`src/logic/vfw_pkg.sv`:
```
// constants and types shared by the video frame writer design
package vfw_pkg;
    localparam int PIX_W = 8;
    localparam int WORD_W = 32;
    localparam int BE_W = 4;
    localparam int IDX_W = 3;
    localparam int NUM_BUFS = 8;
    localparam int FIFO_DEPTH = 8;
    localparam logic [BE_W-1:0] BE_ALL = 4'hF;
    localparam logic [IDX_W-1:0] IDX_RESET = 3'h0;
    localparam logic [WORD_W-1:0] WORD_ZERO = 32'h0000_0000;
    localparam int ALPHA_LSB = 24;
    localparam int RED_LSB = 16;
    localparam int GREEN_LSB = 8;
    localparam int BLUE_LSB = 0;
    localparam logic [PIX_W-1:0] ALPHA_FILL = 8'h00;
    // command and write-data port resets held for this many nanoseconds after block reset
    localparam int IF_RESET_NS = 100;
    localparam int CLK_PERIOD_NS = 10;
    localparam int IF_RESET_CYCLES = (IF_RESET_NS + CLK_PERIOD_NS - 1) / CLK_PERIOD_NS;
    localparam int RCNT_W = 5;
    // command words sent per frame: base then the software command word
    localparam int CMD_WORDS = 2;

    typedef enum logic [2:0] {
        VFW_RESET_IF, VFW_WAIT_READY, VFW_WAIT_SYNC, VFW_CMD_BASE, VFW_CMD_WORD, VFW_ACTIVE
    } vfw_state_type;
endpackage

```
`src/logic/vfw_fifo_if.sv`:
```
// handshake bundle between the writer core and its pixel fifo
`timescale 1ns/1ps
interface vfw_fifo_if #(parameter int WIDTH = 32);
    logic in_valid;
    logic in_ready;
    logic [WIDTH-1:0] in_data;
    logic out_valid;
    logic out_ready;
    logic [WIDTH-1:0] out_data;
    modport src (output in_valid, output in_data, input in_ready,
                 input out_valid, input out_data, output out_ready);
    modport fifo (input in_valid, input in_data, output in_ready,
                  output out_valid, output out_data, input out_ready);
endinterface

```
`src/logic/vfw_fifo.sv`:
```
// small synchronous fifo holding pixel words, registered read data
`timescale 1ns/1ps
module vfw_fifo #(
    parameter int WIDTH = 32,
    parameter int DEPTH = 8
) (
    // clock and reset
    input wire logic i_mclk,
    input wire logic i_rst_n,
    // stream ports
    vfw_fifo_if.fifo f
);
    localparam int AW = $clog2(DEPTH);
    logic [WIDTH-1:0] mem [DEPTH];
    logic [AW-1:0] wr_ptr;
    logic [AW-1:0] rd_ptr;
    logic [AW:0] count;
    logic [WIDTH-1:0] rd_data;
    logic rd_valid;
    wire push = f.in_valid && f.in_ready;
    wire pop_mem = (count != '0) && (!rd_valid || f.out_ready);
    wire [AW:0] next_count = count + (AW+1)'(push) - (AW+1)'(pop_mem);

    assign f.in_ready = (count != (AW+1)'(DEPTH));
    assign f.out_valid = rd_valid;
    assign f.out_data = rd_data;

    always_ff @(posedge i_mclk) begin
        if (push) begin
            mem[wr_ptr] <= f.in_data;
        end
    end

    always_ff @(posedge i_mclk) begin
        if (!i_rst_n) begin
            wr_ptr <= '0;
            rd_ptr <= '0;
            count <= '0;
            rd_valid <= 1'b0;
            rd_data <= '0;
        end else begin
            if (push) wr_ptr <= wr_ptr + 1'b1;
            if (pop_mem) begin
                rd_ptr <= rd_ptr + 1'b1;
                rd_data <= mem[rd_ptr];
                rd_valid <= 1'b1;
            end else if (f.out_ready) begin
                rd_valid <= 1'b0;
            end
            count <= next_count;
        end
    end
endmodule // vfw_fifo

```
`src/logic/vfw_frame_writer.sv`:
```
// video frame writer: stores incoming video frames into memory buffers
// Operation
// - vertical sync advances the frame counter to the next buffer
// - after advancing, two command words starting that buffer (base, then command word) go to the command port
// - after the command, active-video pixels are written into the data fifo
// - writing continues into the current buffer until the next vertical sync
// - current frame index is output as a three-bit gray code
// - hold-frame input stops the frame counter from advancing
// - pixel words are 32 bits with a 4-bit byte enable
// - command words leave on a 32-bit output
// - one write strobe per data word pushed to the memory fifo
// - block supplies the clocks for write-data and command ports
// - block drives reset outputs to command and write-data ports
// - completion output rises once a frame capture has finished
// - buffer bases and command words come from software-written inputs
`timescale 1ns/1ps
module vfw_frame_writer
    import vfw_pkg::*;
(
    // clock and reset
    input wire logic i_mclk,
    input wire logic i_rst_n,
    // readiness and control
    input wire logic i_mem_init_done,
    input wire logic i_clock_locked,
    input wire logic i_hold_frame,
    input wire logic i_field_parity,
    // video stream
    input wire logic i_active_video_in,
    input wire logic i_vsync,
    input wire logic i_hsync,
    input wire logic [PIX_W-1:0] i_red,
    input wire logic [PIX_W-1:0] i_green,
    input wire logic [PIX_W-1:0] i_blue,
    // software configuration
    input wire logic [WORD_W-1:0] i_buf_base [NUM_BUFS],
    input wire logic [WORD_W-1:0] i_cmd_word,
    // memory write-data port
    output logic o_wrport_clock,
    output logic o_wrport_reset,
    output logic o_wrport_strobe,
    output logic [WORD_W-1:0] o_wrport_word,
    output logic [BE_W-1:0] o_wrport_byte_enables,
    input wire logic i_wrport_full,
    // memory command port
    output logic o_cmdport_clock,
    output logic o_cmdport_reset,
    output logic o_cmdport_strobe,
    output logic [WORD_W-1:0] o_cmdport_word,
    // status
    output logic [IDX_W-1:0] o_gray_frame_index,
    output logic o_frame_end_flag,
    output logic o_last_frame_done,
    output logic o_field_captured,
    output logic o_pixel_dropped
);
    function automatic logic [IDX_W-1:0] bin2gray(input logic [IDX_W-1:0] b);
        return b ^ (b >> 1);
    endfunction

    // two-stage synchronisers for the video, readiness and control inputs from pins
    logic [1:0] s_vsync, s_de, s_init, s_lock, s_hold, s_field, s_hsync;
    logic [PIX_W-1:0] r1_red, r1_green, r1_blue, r2_red, r2_green, r2_blue;
    logic vsync_d;

    // readiness and control levels
    always_ff @(posedge i_mclk) begin
        if (!i_rst_n) begin
            s_init <= '0;
            s_lock <= '0;
            s_hold <= '0;
            s_field <= '0;
        end else begin
            s_init <= {s_init[0], i_mem_init_done};
            s_lock <= {s_lock[0], i_clock_locked};
            s_hold <= {s_hold[0], i_hold_frame};
            s_field <= {s_field[0], i_field_parity};
        end
    end

    // sync and enable; a sync already high at release shows as an edge,
    // harmless because the ports are still held in reset then
    always_ff @(posedge i_mclk) begin
        if (!i_rst_n) begin
            s_vsync <= '0;
            s_de <= '0;
            s_hsync <= '0;
            vsync_d <= 1'b0;
        end else begin
            s_vsync <= {s_vsync[0], i_vsync};
            s_de <= {s_de[0], i_active_video_in};
            s_hsync <= {s_hsync[0], i_hsync};
            vsync_d <= s_vsync[1];
        end
    end

    // colour pipe: two stages so pixels line up with the synced enable
    always_ff @(posedge i_mclk) begin
        if (!i_rst_n) begin
            r1_red <= '0;
            r1_green <= '0;
            r1_blue <= '0;
            r2_red <= '0;
            r2_green <= '0;
            r2_blue <= '0;
        end else begin
            r1_red <= i_red;
            r1_green <= i_green;
            r1_blue <= i_blue;
            r2_red <= r1_red;
            r2_green <= r1_green;
            r2_blue <= r1_blue;
        end
    end

    wire vsync_rise = s_vsync[1] && !vsync_d;
    wire de_s = s_de[1];
    wire sys_ready = s_init[1] && s_lock[1];
    // pixel packed as 0RGB, all four byte lanes written
    wire [WORD_W-1:0] pixel_word = {ALPHA_FILL, r2_red, r2_green, r2_blue};

    vfw_state_type state, next_state;
    logic [IDX_W-1:0] frame_idx;
    logic [RCNT_W-1:0] rst_cnt;
    logic capturing;
    logic cmd_strobe;
    logic [WORD_W-1:0] cmd_word;
    logic [IDX_W-1:0] gray_idx;
    logic frame_end;
    logic frame_done;
    logic field_cap;
    logic dropped;

    vfw_fifo_if #(.WIDTH(WORD_W)) pix_if ();

    vfw_fifo #(.WIDTH(WORD_W), .DEPTH(FIFO_DEPTH)) u_fifo (
        .i_mclk(i_mclk),
        .i_rst_n(i_rst_n),
        .f(pix_if.fifo)
    );

    // only push while the frame's command has gone out and video is active
    wire push_req = (state == VFW_ACTIVE) && de_s;
    assign pix_if.in_valid = push_req;
    assign pix_if.in_data = pixel_word;
    // controller full flag stalls draining so the fifo absorbs bursts
    assign pix_if.out_ready = !i_wrport_full && sys_ready;
    wire drain = pix_if.out_valid && pix_if.out_ready;

    wire cmd_base_go = (state == VFW_CMD_BASE);
    wire cmd_word_go = (state == VFW_CMD_WORD);
    wire [IDX_W-1:0] next_idx = s_hold[1] ? frame_idx : frame_idx + 1'b1;

    always_comb begin
        next_state = state;
        case (state)
            VFW_RESET_IF: begin
                if (rst_cnt == RCNT_W'(IF_RESET_CYCLES)) next_state = VFW_WAIT_READY;
            end
            VFW_WAIT_READY: begin
                if (sys_ready) next_state = VFW_WAIT_SYNC;
            end
            VFW_WAIT_SYNC: begin
                if (vsync_rise) next_state = VFW_CMD_BASE;
            end
            VFW_CMD_BASE: begin
                next_state = VFW_CMD_WORD;
            end
            VFW_CMD_WORD: begin
                next_state = VFW_ACTIVE;
            end
            VFW_ACTIVE: begin
                if (!sys_ready) next_state = VFW_WAIT_READY;
                else if (vsync_rise) next_state = VFW_CMD_BASE;
            end
            default: begin
                next_state = VFW_RESET_IF;
            end
        endcase
    end

    always_ff @(posedge i_mclk) begin
        if (!i_rst_n) begin
            state <= VFW_RESET_IF;
        end else begin
            state <= next_state;
        end
    end

    // counter only runs while the ports are held, so it cannot wrap
    always_ff @(posedge i_mclk) begin
        if (!i_rst_n) begin
            rst_cnt <= '0;
        end else if (state == VFW_RESET_IF) begin
            rst_cnt <= rst_cnt + 1'b1;
        end
    end

    // a sync is only honoured once the ports are ready
    wire sync_accept = vsync_rise && (state == VFW_ACTIVE || state == VFW_WAIT_SYNC);

    // frame counter; hold keeps rewriting the same buffer
    always_ff @(posedge i_mclk) begin
        if (!i_rst_n) begin
            frame_idx <= IDX_RESET;
        end else if (sync_accept) begin
            frame_idx <= next_idx;
        end
    end

    // command strobe covers both words of a frame start
    always_ff @(posedge i_mclk) begin
        if (!i_rst_n) begin
            cmd_strobe <= 1'b0;
        end else begin
            cmd_strobe <= cmd_base_go || cmd_word_go;
        end
    end

    // command words: buffer base first, then the software command word
    always_ff @(posedge i_mclk) begin
        if (!i_rst_n) begin
            cmd_word <= WORD_ZERO;
        end else if (cmd_base_go) begin
            cmd_word <= i_buf_base[frame_idx];
        end else if (cmd_word_go) begin
            cmd_word <= i_cmd_word;
        end
    end

    // index and frame_end_flag; done lasts until the next base command,
    // and the set wins should both ever fall in one cycle
    always_ff @(posedge i_mclk) begin
        if (!i_rst_n) begin
            gray_idx <= bin2gray(IDX_RESET);
            frame_end <= 1'b0;
            frame_done <= 1'b0;
        end else begin
            gray_idx <= bin2gray(frame_idx);
            frame_end <= vsync_rise && capturing;
            if (vsync_rise && capturing) begin
                frame_done <= 1'b1;
            end else if (cmd_base_go) begin
                frame_done <= 1'b0;
            end
        end
    end

    // losing readiness mid-frame ends the capture; the next sync restarts it
    always_ff @(posedge i_mclk) begin
        if (!i_rst_n) begin
            capturing <= 1'b0;
            field_cap <= 1'b0;
        end else if (cmd_word_go) begin
            capturing <= 1'b1;
            field_cap <= s_field[1];
        end else if (state == VFW_WAIT_READY) begin
            capturing <= 1'b0;
        end
    end

    // a pixel lost to a full fifo is sticky until reset
    always_ff @(posedge i_mclk) begin
        if (!i_rst_n) begin
            dropped <= 1'b0;
        end else if (push_req && !pix_if.in_ready) begin
            dropped <= 1'b1;
        end
    end

    // interface clocks run at half the core clock from registered toggles
    logic port_clk;
    always_ff @(posedge i_mclk) begin
        if (!i_rst_n) begin
            port_clk <= 1'b0;
        end else begin
            port_clk <= ~port_clk;
        end
    end

    // port clocks and resets; both ports share one clock phase
    always_ff @(posedge i_mclk) begin
        if (!i_rst_n) begin
            o_wrport_clock <= 1'b0;
            o_cmdport_clock <= 1'b0;
            o_wrport_reset <= 1'b1;
            o_cmdport_reset <= 1'b1;
        end else begin
            o_wrport_clock <= port_clk;
            o_cmdport_clock <= port_clk;
            o_wrport_reset <= (state == VFW_RESET_IF);
            o_cmdport_reset <= (state == VFW_RESET_IF);
        end
    end

    // write-data port: all four byte lanes enabled, the top lane carrying the zero alpha fill
    always_ff @(posedge i_mclk) begin
        if (!i_rst_n) begin
            o_wrport_strobe <= 1'b0;
            o_wrport_word <= WORD_ZERO;
            o_wrport_byte_enables <= '0;
        end else begin
            o_wrport_strobe <= drain;
            o_wrport_word <= pix_if.out_data;
            o_wrport_byte_enables <= drain ? BE_ALL : '0;
        end
    end

    // command port
    always_ff @(posedge i_mclk) begin
        if (!i_rst_n) begin
            o_cmdport_strobe <= 1'b0;
            o_cmdport_word <= WORD_ZERO;
        end else begin
            o_cmdport_strobe <= cmd_strobe;
            o_cmdport_word <= cmd_word;
        end
    end

    // status towards the display side and software
    always_ff @(posedge i_mclk) begin
        if (!i_rst_n) begin
            o_gray_frame_index <= bin2gray(IDX_RESET);
            o_frame_end_flag <= 1'b0;
            o_last_frame_done <= 1'b0;
            o_field_captured <= 1'b0;
            o_pixel_dropped <= 1'b0;
        end else begin
            o_gray_frame_index <= gray_idx;
            o_frame_end_flag <= frame_end;
            o_last_frame_done <= frame_done;
            o_field_captured <= field_cap;
            o_pixel_dropped <= dropped;
        end
    end
endmodule // vfw_frame_writer

```
`config.mk`:
```
export PLATFORM = sky130hd
export DESIGN_NAME = vfw_frame_writer
export DESIGN_NICKNAME = d
export VERILOG_FILES = /design/src/logic/vfw_pkg.sv /design/src/logic/vfw_fifo_if.sv /design/src/logic/vfw_fifo.sv /design/src/logic/vfw_frame_writer.sv
export SDC_FILE = /design/constraint.sdc
export NUM_CORES = 1
export LEC_CHECK = 0
export BUFFER_PORTS_ARGS = -buffer_cell sky130_fd_sc_hd__buf_4
export CORE_ASPECT_RATIO = 1.25
export CORE_MARGIN = 2
export CORE_UTILIZATION = 57
export DETAILED_ROUTE_END_ITERATION = 10
export HOLD_SLACK_MARGIN = 0.02
export PLACE_DENSITY_LB_ADDON = 0.05
export SYNTH_ARGS = -nofsm -noshare
export SYNTH_HDL_FRONTEND = slang
export SYNTH_SLANG_ARGS = --single-unit
```
`constraint.sdc`:
```
create_clock -name i_mclk -period 7.5 [get_ports i_mclk]
set_input_delay 1.125 -clock i_mclk [delete_from_list [all_inputs] [get_ports i_mclk]]
set_output_delay 1.125 -clock i_mclk [all_outputs]
set_load 0.1 [all_outputs]
```
==> results.py, run 1 <==
metrics = {
    "run_status": {
        "status": "complete, no violations",
    },
    "floorplanning": {
        "start_util_pct": 57.4,
        "io_pins": 403,
        "die_h_um": 193,
        "core_um2": 28200,
        "dieWidth_um": 155,
        "fp-row-count": 69,
        "dieArea_um2": 29800,
    },
    "placed_design": {
        "dp_hpwl_um": 30000,
        "place_congestion": 0.858,
        "port-buffer-count": 393,
        "placed_area_um2": 19300,
    },
    "final_layout": {
        "layout-drive-gt1-share_pct": 43.8,
        "nNetsFinal": 1770,
        "fin_area_um2": 20600,
        "area_delta_synth_final_pct": 26.9,
        "fin_util_pct": 72.9,
    },
    "sta": {
        "final-hold-violation-count": 0,
        "slew-limit-headroom_pct": 32.1,
        "period_share_pct": 40.0,
        "period_needed_ps": 3000,
        "max_freq_ghz": 0.334,
        "setup_tns_ps": 0,
        "drv_slew": 0,
        "setup_viol_count_final": 0,
        "worst_clock_skew_ps": 15.6,
        "tightest_slew_ps": 1020,
        "rsz0062_at_grt": "false",
    },
    "global_routing": {
        "grt-ovfl-total": 0,
        "grt_max_degree": 127,
        "first_global_vias": 10600,
        "grt_usage_pct": 28.1,
        "antenna_found_initial": 10,
        "grt_pass1_wl_um": 61800,
    },
    "worst_setup_path": {
        "cp_max_fo": 52,
        "path_cells": "buf_4, nand3b_1, a21oi_4, buf_4, ha_1, inv_1, ha_1, inv_1, fa_1, xnor2_1, and2_1",
        "cpPeakStageDelay_ps": 470,
        "worst-setup-path-type": "input port to register",
        "end_kind": "register",
        "slowest_stage": "buf_4",
        "worstReg2RegStart": "u_fifo.count[2]",
        "cp-start-kind": "input port",
        "r2r-end": "u_fifo.count[2]",
        "required_ps": 7920,
        "r2r_slack_ps": 4690,
        "arrival_ps": 3410,
        "worst-r2r-cell-count": 12,
    },
    "min_path": {
        "min_delay_path_depth": 1,
        "min_path_type": "register to register",
        "min_to": "port_clk",
        "holdCritStartpoint": "port_clk",
    },
    "synth": {
        "syn_area_um2": 16200,
        "ys_warn_count": 0,
        "synth_edf_count": 192,
        "avgSynthCellArea_um2": 15.2,
        "ys_async_sr_fraction_pct": 0,
        "netlist_instances": 1070,
        "ys_seq_area_share_pct": 62.2,
        "synth.top_cells.by_area": "edfxtp_1 (36%), dfxtp_1 (27%), mux4_2 (16%)",
        "synth_ff_type": "dfxtp_1",
        "synth_top_area_cell": "edfxtp_1",
        "synth_top_area_share_pct": 35.6,
        "synthDistinctLibCells": 49,
        "synth_seq_cells": 408,
    },
    "power": {
        "power.density_nw_per_um2": 270,
        "switching_share_pct": 27.2,
        "pwr-share-comb_pct": 18.7,
        "power_switching_w": 0.00151,
        "pwr-share-clk_pct": 34.4,
        "vdd_ir_drop_max_uv": 189,
        "leakage_nw": 8.10,
        "p_int_w": 0.00404,
        "power_frac_seq_pct": 46.9,
    },
    "clock_network": {
        "cts_resized": 0,
        "cts_made_buffers": 38,
        "clkLatencyLatePin_ps": 520,
        "clock-sinks": 408,
        "cts_buffer_depth": 3,
        "hold_buffers": 0,
        "cts_root_buffer": "clkbuf_16",
        "cts.clk_slew.worst_paths_ps": 60,
        "cts_tree": "built",
        "post_cts_buffers": 0,
        "cts_max_level": 2,
    },
    "detailed_routing": {
        "drc_errors": 0,
        "wl_per_cell_um": 23.3,
        "ant_nets": 0,
        "drtIter0Drc": 798,
        "drt_first_pass_iters": 5,
        "vias": 10400,
        "drt-total-wl_um": 42600,
        "viasPerCell": 5.69,
    },
    "run": {
        "maxCapViolations": 0,
    },
}
[kinds of logic after synthesis]
family	after synthesis	share of synthesized area [%]
DFF	408	62.2
and+or+nand+nor	260	9.97
muxes	143	17.5
AOI/OAI and AO/OA	135	5.48
buffers and inverters	101	3.34
adders and majority gates	12	0.972
xor gates and xnor gates	10	0.540
other	1	0.0231
[flip-flops by register name (all words and copies together), names as in the netlist, 3 cells and up]
| signal | count |
|---|---|
| u_fifo.mem | 192 |
| gray_idx | 3 |
| o_wrport_word | 24 |
| r2_blue | 8 |
| u_fifo.rd_ptr | 3 |
| u_fifo.wr_ptr | 3 |
| u_fifo.count | 4 |
| r1_red | 8 |
| u_fifo.f.out_data | 24 |
| r1_blue | 8 |
| rst_cnt | 5 |
| state | 3 |
| o_gray_frame_index | 3 |
| r2_green | 8 |
| r1_green | 8 |
| o_cmdport_word | 32 |
| r2_red | 8 |
| cmd_word | 32 |
| frame_idx | 3 |
[cells in the final DEF, fill, tap and decap left out, drive strengths merged, types with 3 or more instances in the layout]
master	n
mux4	112
buf	409
a21oi	31
bufinv	3
o22ai	31
ha	11
diode	9
clkinvlp	3
nor3b	4
nand2b	9
a21boi	3
clkinv	9
inv	12
nor2b	5
xnor2	7
and2	141
dfxtp	216
conb	8
edfxtp	192
o221ai	3
nand3	3
nor2	38
nor3	34
mux2i	31
nand2	17
o21ai	58
xor2	3
clkbuf	53
[how the worst max path moves through the flow]
stage	startpoint	end	slack, ps	depth (start not counted)
floorplan	state[0]	u_fifo.mem[0][0]	3630	5
global placement	i_wrport_full	u_fifo.count[2]	3940	11
detailed placement	i_wrport_full	u_fifo.count[2]	3950	11
CTS	i_wrport_full	u_fifo.count[2]	4500	11
global route	i_wrport_full	u_fifo.count[2]	4330	11
finish	i_wrport_full	u_fifo.count[2]	4500	11
[power groups by stage]
| stage | combinational (W) | sequential (W) | clock [W] |
|---|---|---|---|
| 3_5_place_dp | 0.00104 | 0.00266 | 0 |
| 3_3_place_gp | 0.00103 | 0.00265 | 0 |
| 4_1_cts | 0.00105 | 0.00261 | 0.00194 |
| 2_1_floorplan | 0.000586 | 0.00280 | 0 |
| 6_report | 0.00104 | 0.00261 | 0.00191 |
| 5_1_grt | 0.00111 | 0.00263 | 0.00202 |
[synth_stat cells, drive strengths merged, types with 17 or more instances]
library cell,n
a21oi,31
and2,141
buf,53
clkbuf,37
dfxtp,216
edfxtp,192
mux2i,31
mux4,112
nand2,17
nor2,38
nor3,34
o21ai,58
o22ai,31
[worst max-delay path: cells and delay by family]
family / cells / cell delay [ps]
buffers and inverters: 4 / 690
and+or+nand+nor: 2 / 380
AOI/OAI and AO/OA: 1 / 180
adders and majority gates: 3 / 880
xor gates and xnor gates: 1 / 130
[per-layer routing]
metal  share of wire, %  global-route usage, %  wire (µm)
met5              0.056                      0         24
met4                2.9                   9.62       1260
met3                9.5                   7.97       4050
met2                 50                   46.9      21300
met1                 38                   35.4      16000
[cell type report]
| cell class | count | area [µm²] |
|---|---|---|
| diodes | 9 | 22.5 |
| clock buffers | 53 | 1090 |
| clock inverters | 16 | 164 |
| fillers | 1882 | 7640 |
| inverters | 11 | 41.3 |
| multi-input cells | 568 | 5650 |
| flip-flops and latches | 408 | 10100 |
| well taps | 355 | 444 |
| repair buffers | 409 | 3070 |
[per-stage QoR]
| stage | total power [W] | setup WS [ps] | hold WS (ps) | instances |
|---|---|---|---|---|
| after detailed placement | 0.00370 | 3950 | 396 | 1751 |
| after CTS | 0.00560 | 4500 | 406 | 1820 |
| after floorplan | 0.00338 | 3630 | 383 | 1077 |
| after global placement | 0.00368 | 3940 | 392 | 1751 |
| final | 0.00556 | 4500 | 408 | 1829 |
| after global routing | 0.00576 | 4330 | 415 | 1825 |
Power figures use the tool's default switching activity.
==> run 2: changes to the inputs <==
--- a/config.mk
+++ b/config.mk
@@ -5,10 +5,11 @@
 export SDC_FILE = /design/constraint.sdc
 export NUM_CORES = 1
 export LEC_CHECK = 0
+export ABC_AREA = 1
 export BUFFER_PORTS_ARGS = -buffer_cell sky130_fd_sc_hd__buf_4
 export CORE_ASPECT_RATIO = 1.25
 export CORE_MARGIN = 2
-export CORE_UTILIZATION = 57
+export CORE_UTILIZATION = 54
 export DETAILED_ROUTE_END_ITERATION = 10
 export HOLD_SLACK_MARGIN = 0.02
 export PLACE_DENSITY_LB_ADDON = 0.05
==> constraint.sdc (replaced) <==
create_clock -name i_mclk -period 2.9 [get_ports i_mclk]
set_input_delay 0.435 -clock i_mclk [delete_from_list [all_inputs] [get_ports i_mclk]]
set_output_delay 0.435 -clock i_mclk [all_outputs]
set_load 0.1 [all_outputs]
==> results.py, run 2 <==
metrics = {
    "worst_setup_path": {
        "worst-setup-path-type": "register to register",
        "r2r_slack_ps": 810,
        "cp-start-kind": "register",
        "required_ps": 3070,
        "cp_max_fo": 24,
        "end_kind": "register",
        "worstReg2RegStart": "state[2]",
        "arrival_ps": 2260,
        "r2r-end": "u_fifo.mem[4][20]",
        "worst-r2r-cell-count": 6,
    },
    "floorplanning": {
        "fp-row-count": 73,
        "die_h_um": 206,
        "io_pins": 403,
        "start_util_pct": 55.1,
        "core_um2": 32000,
        "dieArea_um2": 34100,
        "dieWidth_um": 165,
    },
    "synth": {
        "syn_area_um2": 17600,
        "ys_warn_count": 0,
        "synth_ff_type": "dfxtp_1",
        "synth_seq_cells": 408,
        "synth_top_area_share_pct": 32.8,
        "synthDistinctLibCells": 33,
        "synth_commonest_cells": "nand2_1 (835), inv_1 (298), nand3_1 (286)",
        "synth.top_cells.by_area": "edfxtp_1 (33%), dfxtp_1 (25%), nand2_1 (18%)",
        "synth_top_area_cell": "edfxtp_1",
        "avgSynthCellArea_um2": 8.08,
        "ys_async_sr_fraction_pct": 0,
        "synth_edf_count": 192,
        "netlist_instances": 2178,
        "yosysMostFrequentCell": "nand2_1",
        "ys_seq_area_share_pct": 57.3,
    },
    "sta": {
        "period_share_pct": 72.1,
        "worst_clock_skew_ps": 17.6,
        "drv_slew": 0,
        "period_needed_ps": 2090,
        "setup_tns_ps": 0,
        "setup_viol_count_final": 0,
        "holdWs_ps": 78.8,
        "final-hold-violation-count": 0,
        "max_freq_ghz": 0.478,
        "rsz0062_at_grt": "false",
        "tightest_slew_ps": 916,
        "slew-limit-headroom_pct": 38.8,
    },
    "final_layout": {
        "layout-drive-gt1-share_pct": 21.0,
        "largest_register_ffs": 192,
        "regMostFlops": "u_fifo.mem",
        "seqCellArea_um2": 10100,
        "area_delta_synth_final_pct": 24.9,
        "nNetsFinal": 2858,
        "reg_top3": "u_fifo.mem (192), cmd_word (32), o_cmdport_word (32)",
        "fin_util_pct": 68.7,
        "multi_input_area_um2": 5770,
        "final_cell_mix": "nand2_1 (835), buf_4 (419), inv_1 (298)",
        "fin_area_um2": 22000,
        "fill_cells": 2609,
        "mostFrequentLayoutCell": "nand2_1",
    },
    "run": {
        "maxCapViolations": 0,
    },
    "global_routing": {
        "grt-ovfl-total": 0,
        "grt_pass1_wl_um": 77000,
        "grt_usage_pct": 30.3,
        "grt_max_degree": 131,
        "first_global_vias": 14500,
        "antenna_found_initial": 12,
    },
    "clock_network": {
        "cts_max_level": 2,
        "cts.clk_slew.worst_paths_ps": 70,
        "cts_made_buffers": 39,
        "clock-sinks": 408,
        "cts_tree": "built",
        "hold_buffers": 0,
        "cts_buffer_depth": 3,
        "post_cts_buffers": 0,
        "cts_resized": 0,
        "clkLatencyLatePin_ps": 540,
        "cts_root_buffer": "clkbuf_16",
    },
    "detailed_routing": {
        "drc_errors": 0,
        "vias": 14800,
        "wl_per_cell_um": 17.3,
        "viasPerCell": 4.99,
        "drt_first_pass_iters": 5,
        "ant_nets": 0,
        "drtIter0Drc": 1048,
        "drt-total-wl_um": 51500,
    },
    "power": {
        "p_total_w": 0.0153,
        "switching_share_pct": 32.1,
        "leakage_nw": 11.4,
        "power_switching_w": 0.00490,
        "pwr-share-clk_pct": 32.1,
        "pwr-share-comb_pct": 25.2,
        "p_int_w": 0.0104,
        "vdd_ir_drop_max_uv": 764,
        "power_frac_seq_pct": 42.7,
        "power.density_nw_per_um2": 694,
    },
    "run_status": {
        "status": "complete, no violations",
    },
    "min_path": {
        "holdCritStartpoint": "i_blue[1]",
        "min_to": "r1_blue[1]",
        "min_delay_path_depth": 3,
        "min_path_type": "input port to register",
    },
    "placed_design": {
        "dp_hpwl_um": 35400,
        "placed_area_um2": 20700,
        "place_congestion": 0.962,
        "port-buffer-count": 393,
    },
}
-- run 2: area by class of cell --
type / count / share of cell area, %
Clock buffer: 51 / 4.78
Timing Repair Buffer: 422 / 14.6
Multi-Input combinational cell: 1349 / 26.3
Tap cell: 412 / 2.35
Antenna cell: 8 / 0.0911
Inverter: 304 / 5.20
Sequential cell: 408 / 45.9
Clock inverter: 19 / 0.769
-- run 2: power by group through the flow --
stage | registers [W] | clock network (W) | logic [W]
after floorplan | 0.00724 | 0 | 0.00204
after global placement | 0.00662 | 0 | 0.00373
after detailed placement | 0.00663 | 0 | 0.00381
after CTS | 0.00652 | 0.00496 | 0.00384
after global routing | 0.00655 | 0.00520 | 0.00421
final | 0.00652 | 0.00490 | 0.00384
-- run 2: metrics by stage --
step	setup WS, ps	cells
floorplan	448	2185
global placement	669	2895
detailed placement	664	2895
CTS	812	2965
global route	632	2973
finish	808	2973
-- run 2: cell families after synthesis --
| logic type | after synthesis | share of synthesized area (%) |
|---|---|---|
| simple gates | 1294 | 30.4 |
| xor+xnor | 5 | 0.249 |
| flops | 408 | 57.3 |
| other cells | 1 | 0.0213 |
| compound gates | 30 | 0.910 |
| buf+inv | 428 | 10.2 |
| fa+ha+maj | 12 | 0.896 |
-- run 2: worst max path at each step --
stage / startpoint / to / cells after the start
2_1_floorplan: state[1] / u_fifo.mem[0][0] / 7
3_3_place_gp: i_wrport_full / u_fifo.count[2] / 13
6_report: state[2] / u_fifo.mem[4][20] / 6
3_5_place_dp: i_wrport_full / u_fifo.count[2] / 13
5_1_grt: u_fifo.count[2] / u_fifo.count[2] / 12
4_1_cts: u_fifo.count[2] / u_fifo.count[2] / 12
-- run 2: per-layer routing --
metal	vias up	track usage (%)	share of wire (%)
li1	7389	-	-
met1	6751	34.0	36
met2	592	53.4	51
met3	106	8.26	8.6
met4	8	13.2	3.8
met5	-	0	0.064
-- run 2: critical path: stages (launching register included) --
cell     delay [ps]
dfxtp_1         470
nand4_1         210
inv_1            90
nand2_1         100
or2_1           310
nor2_2          110
buf_4           420
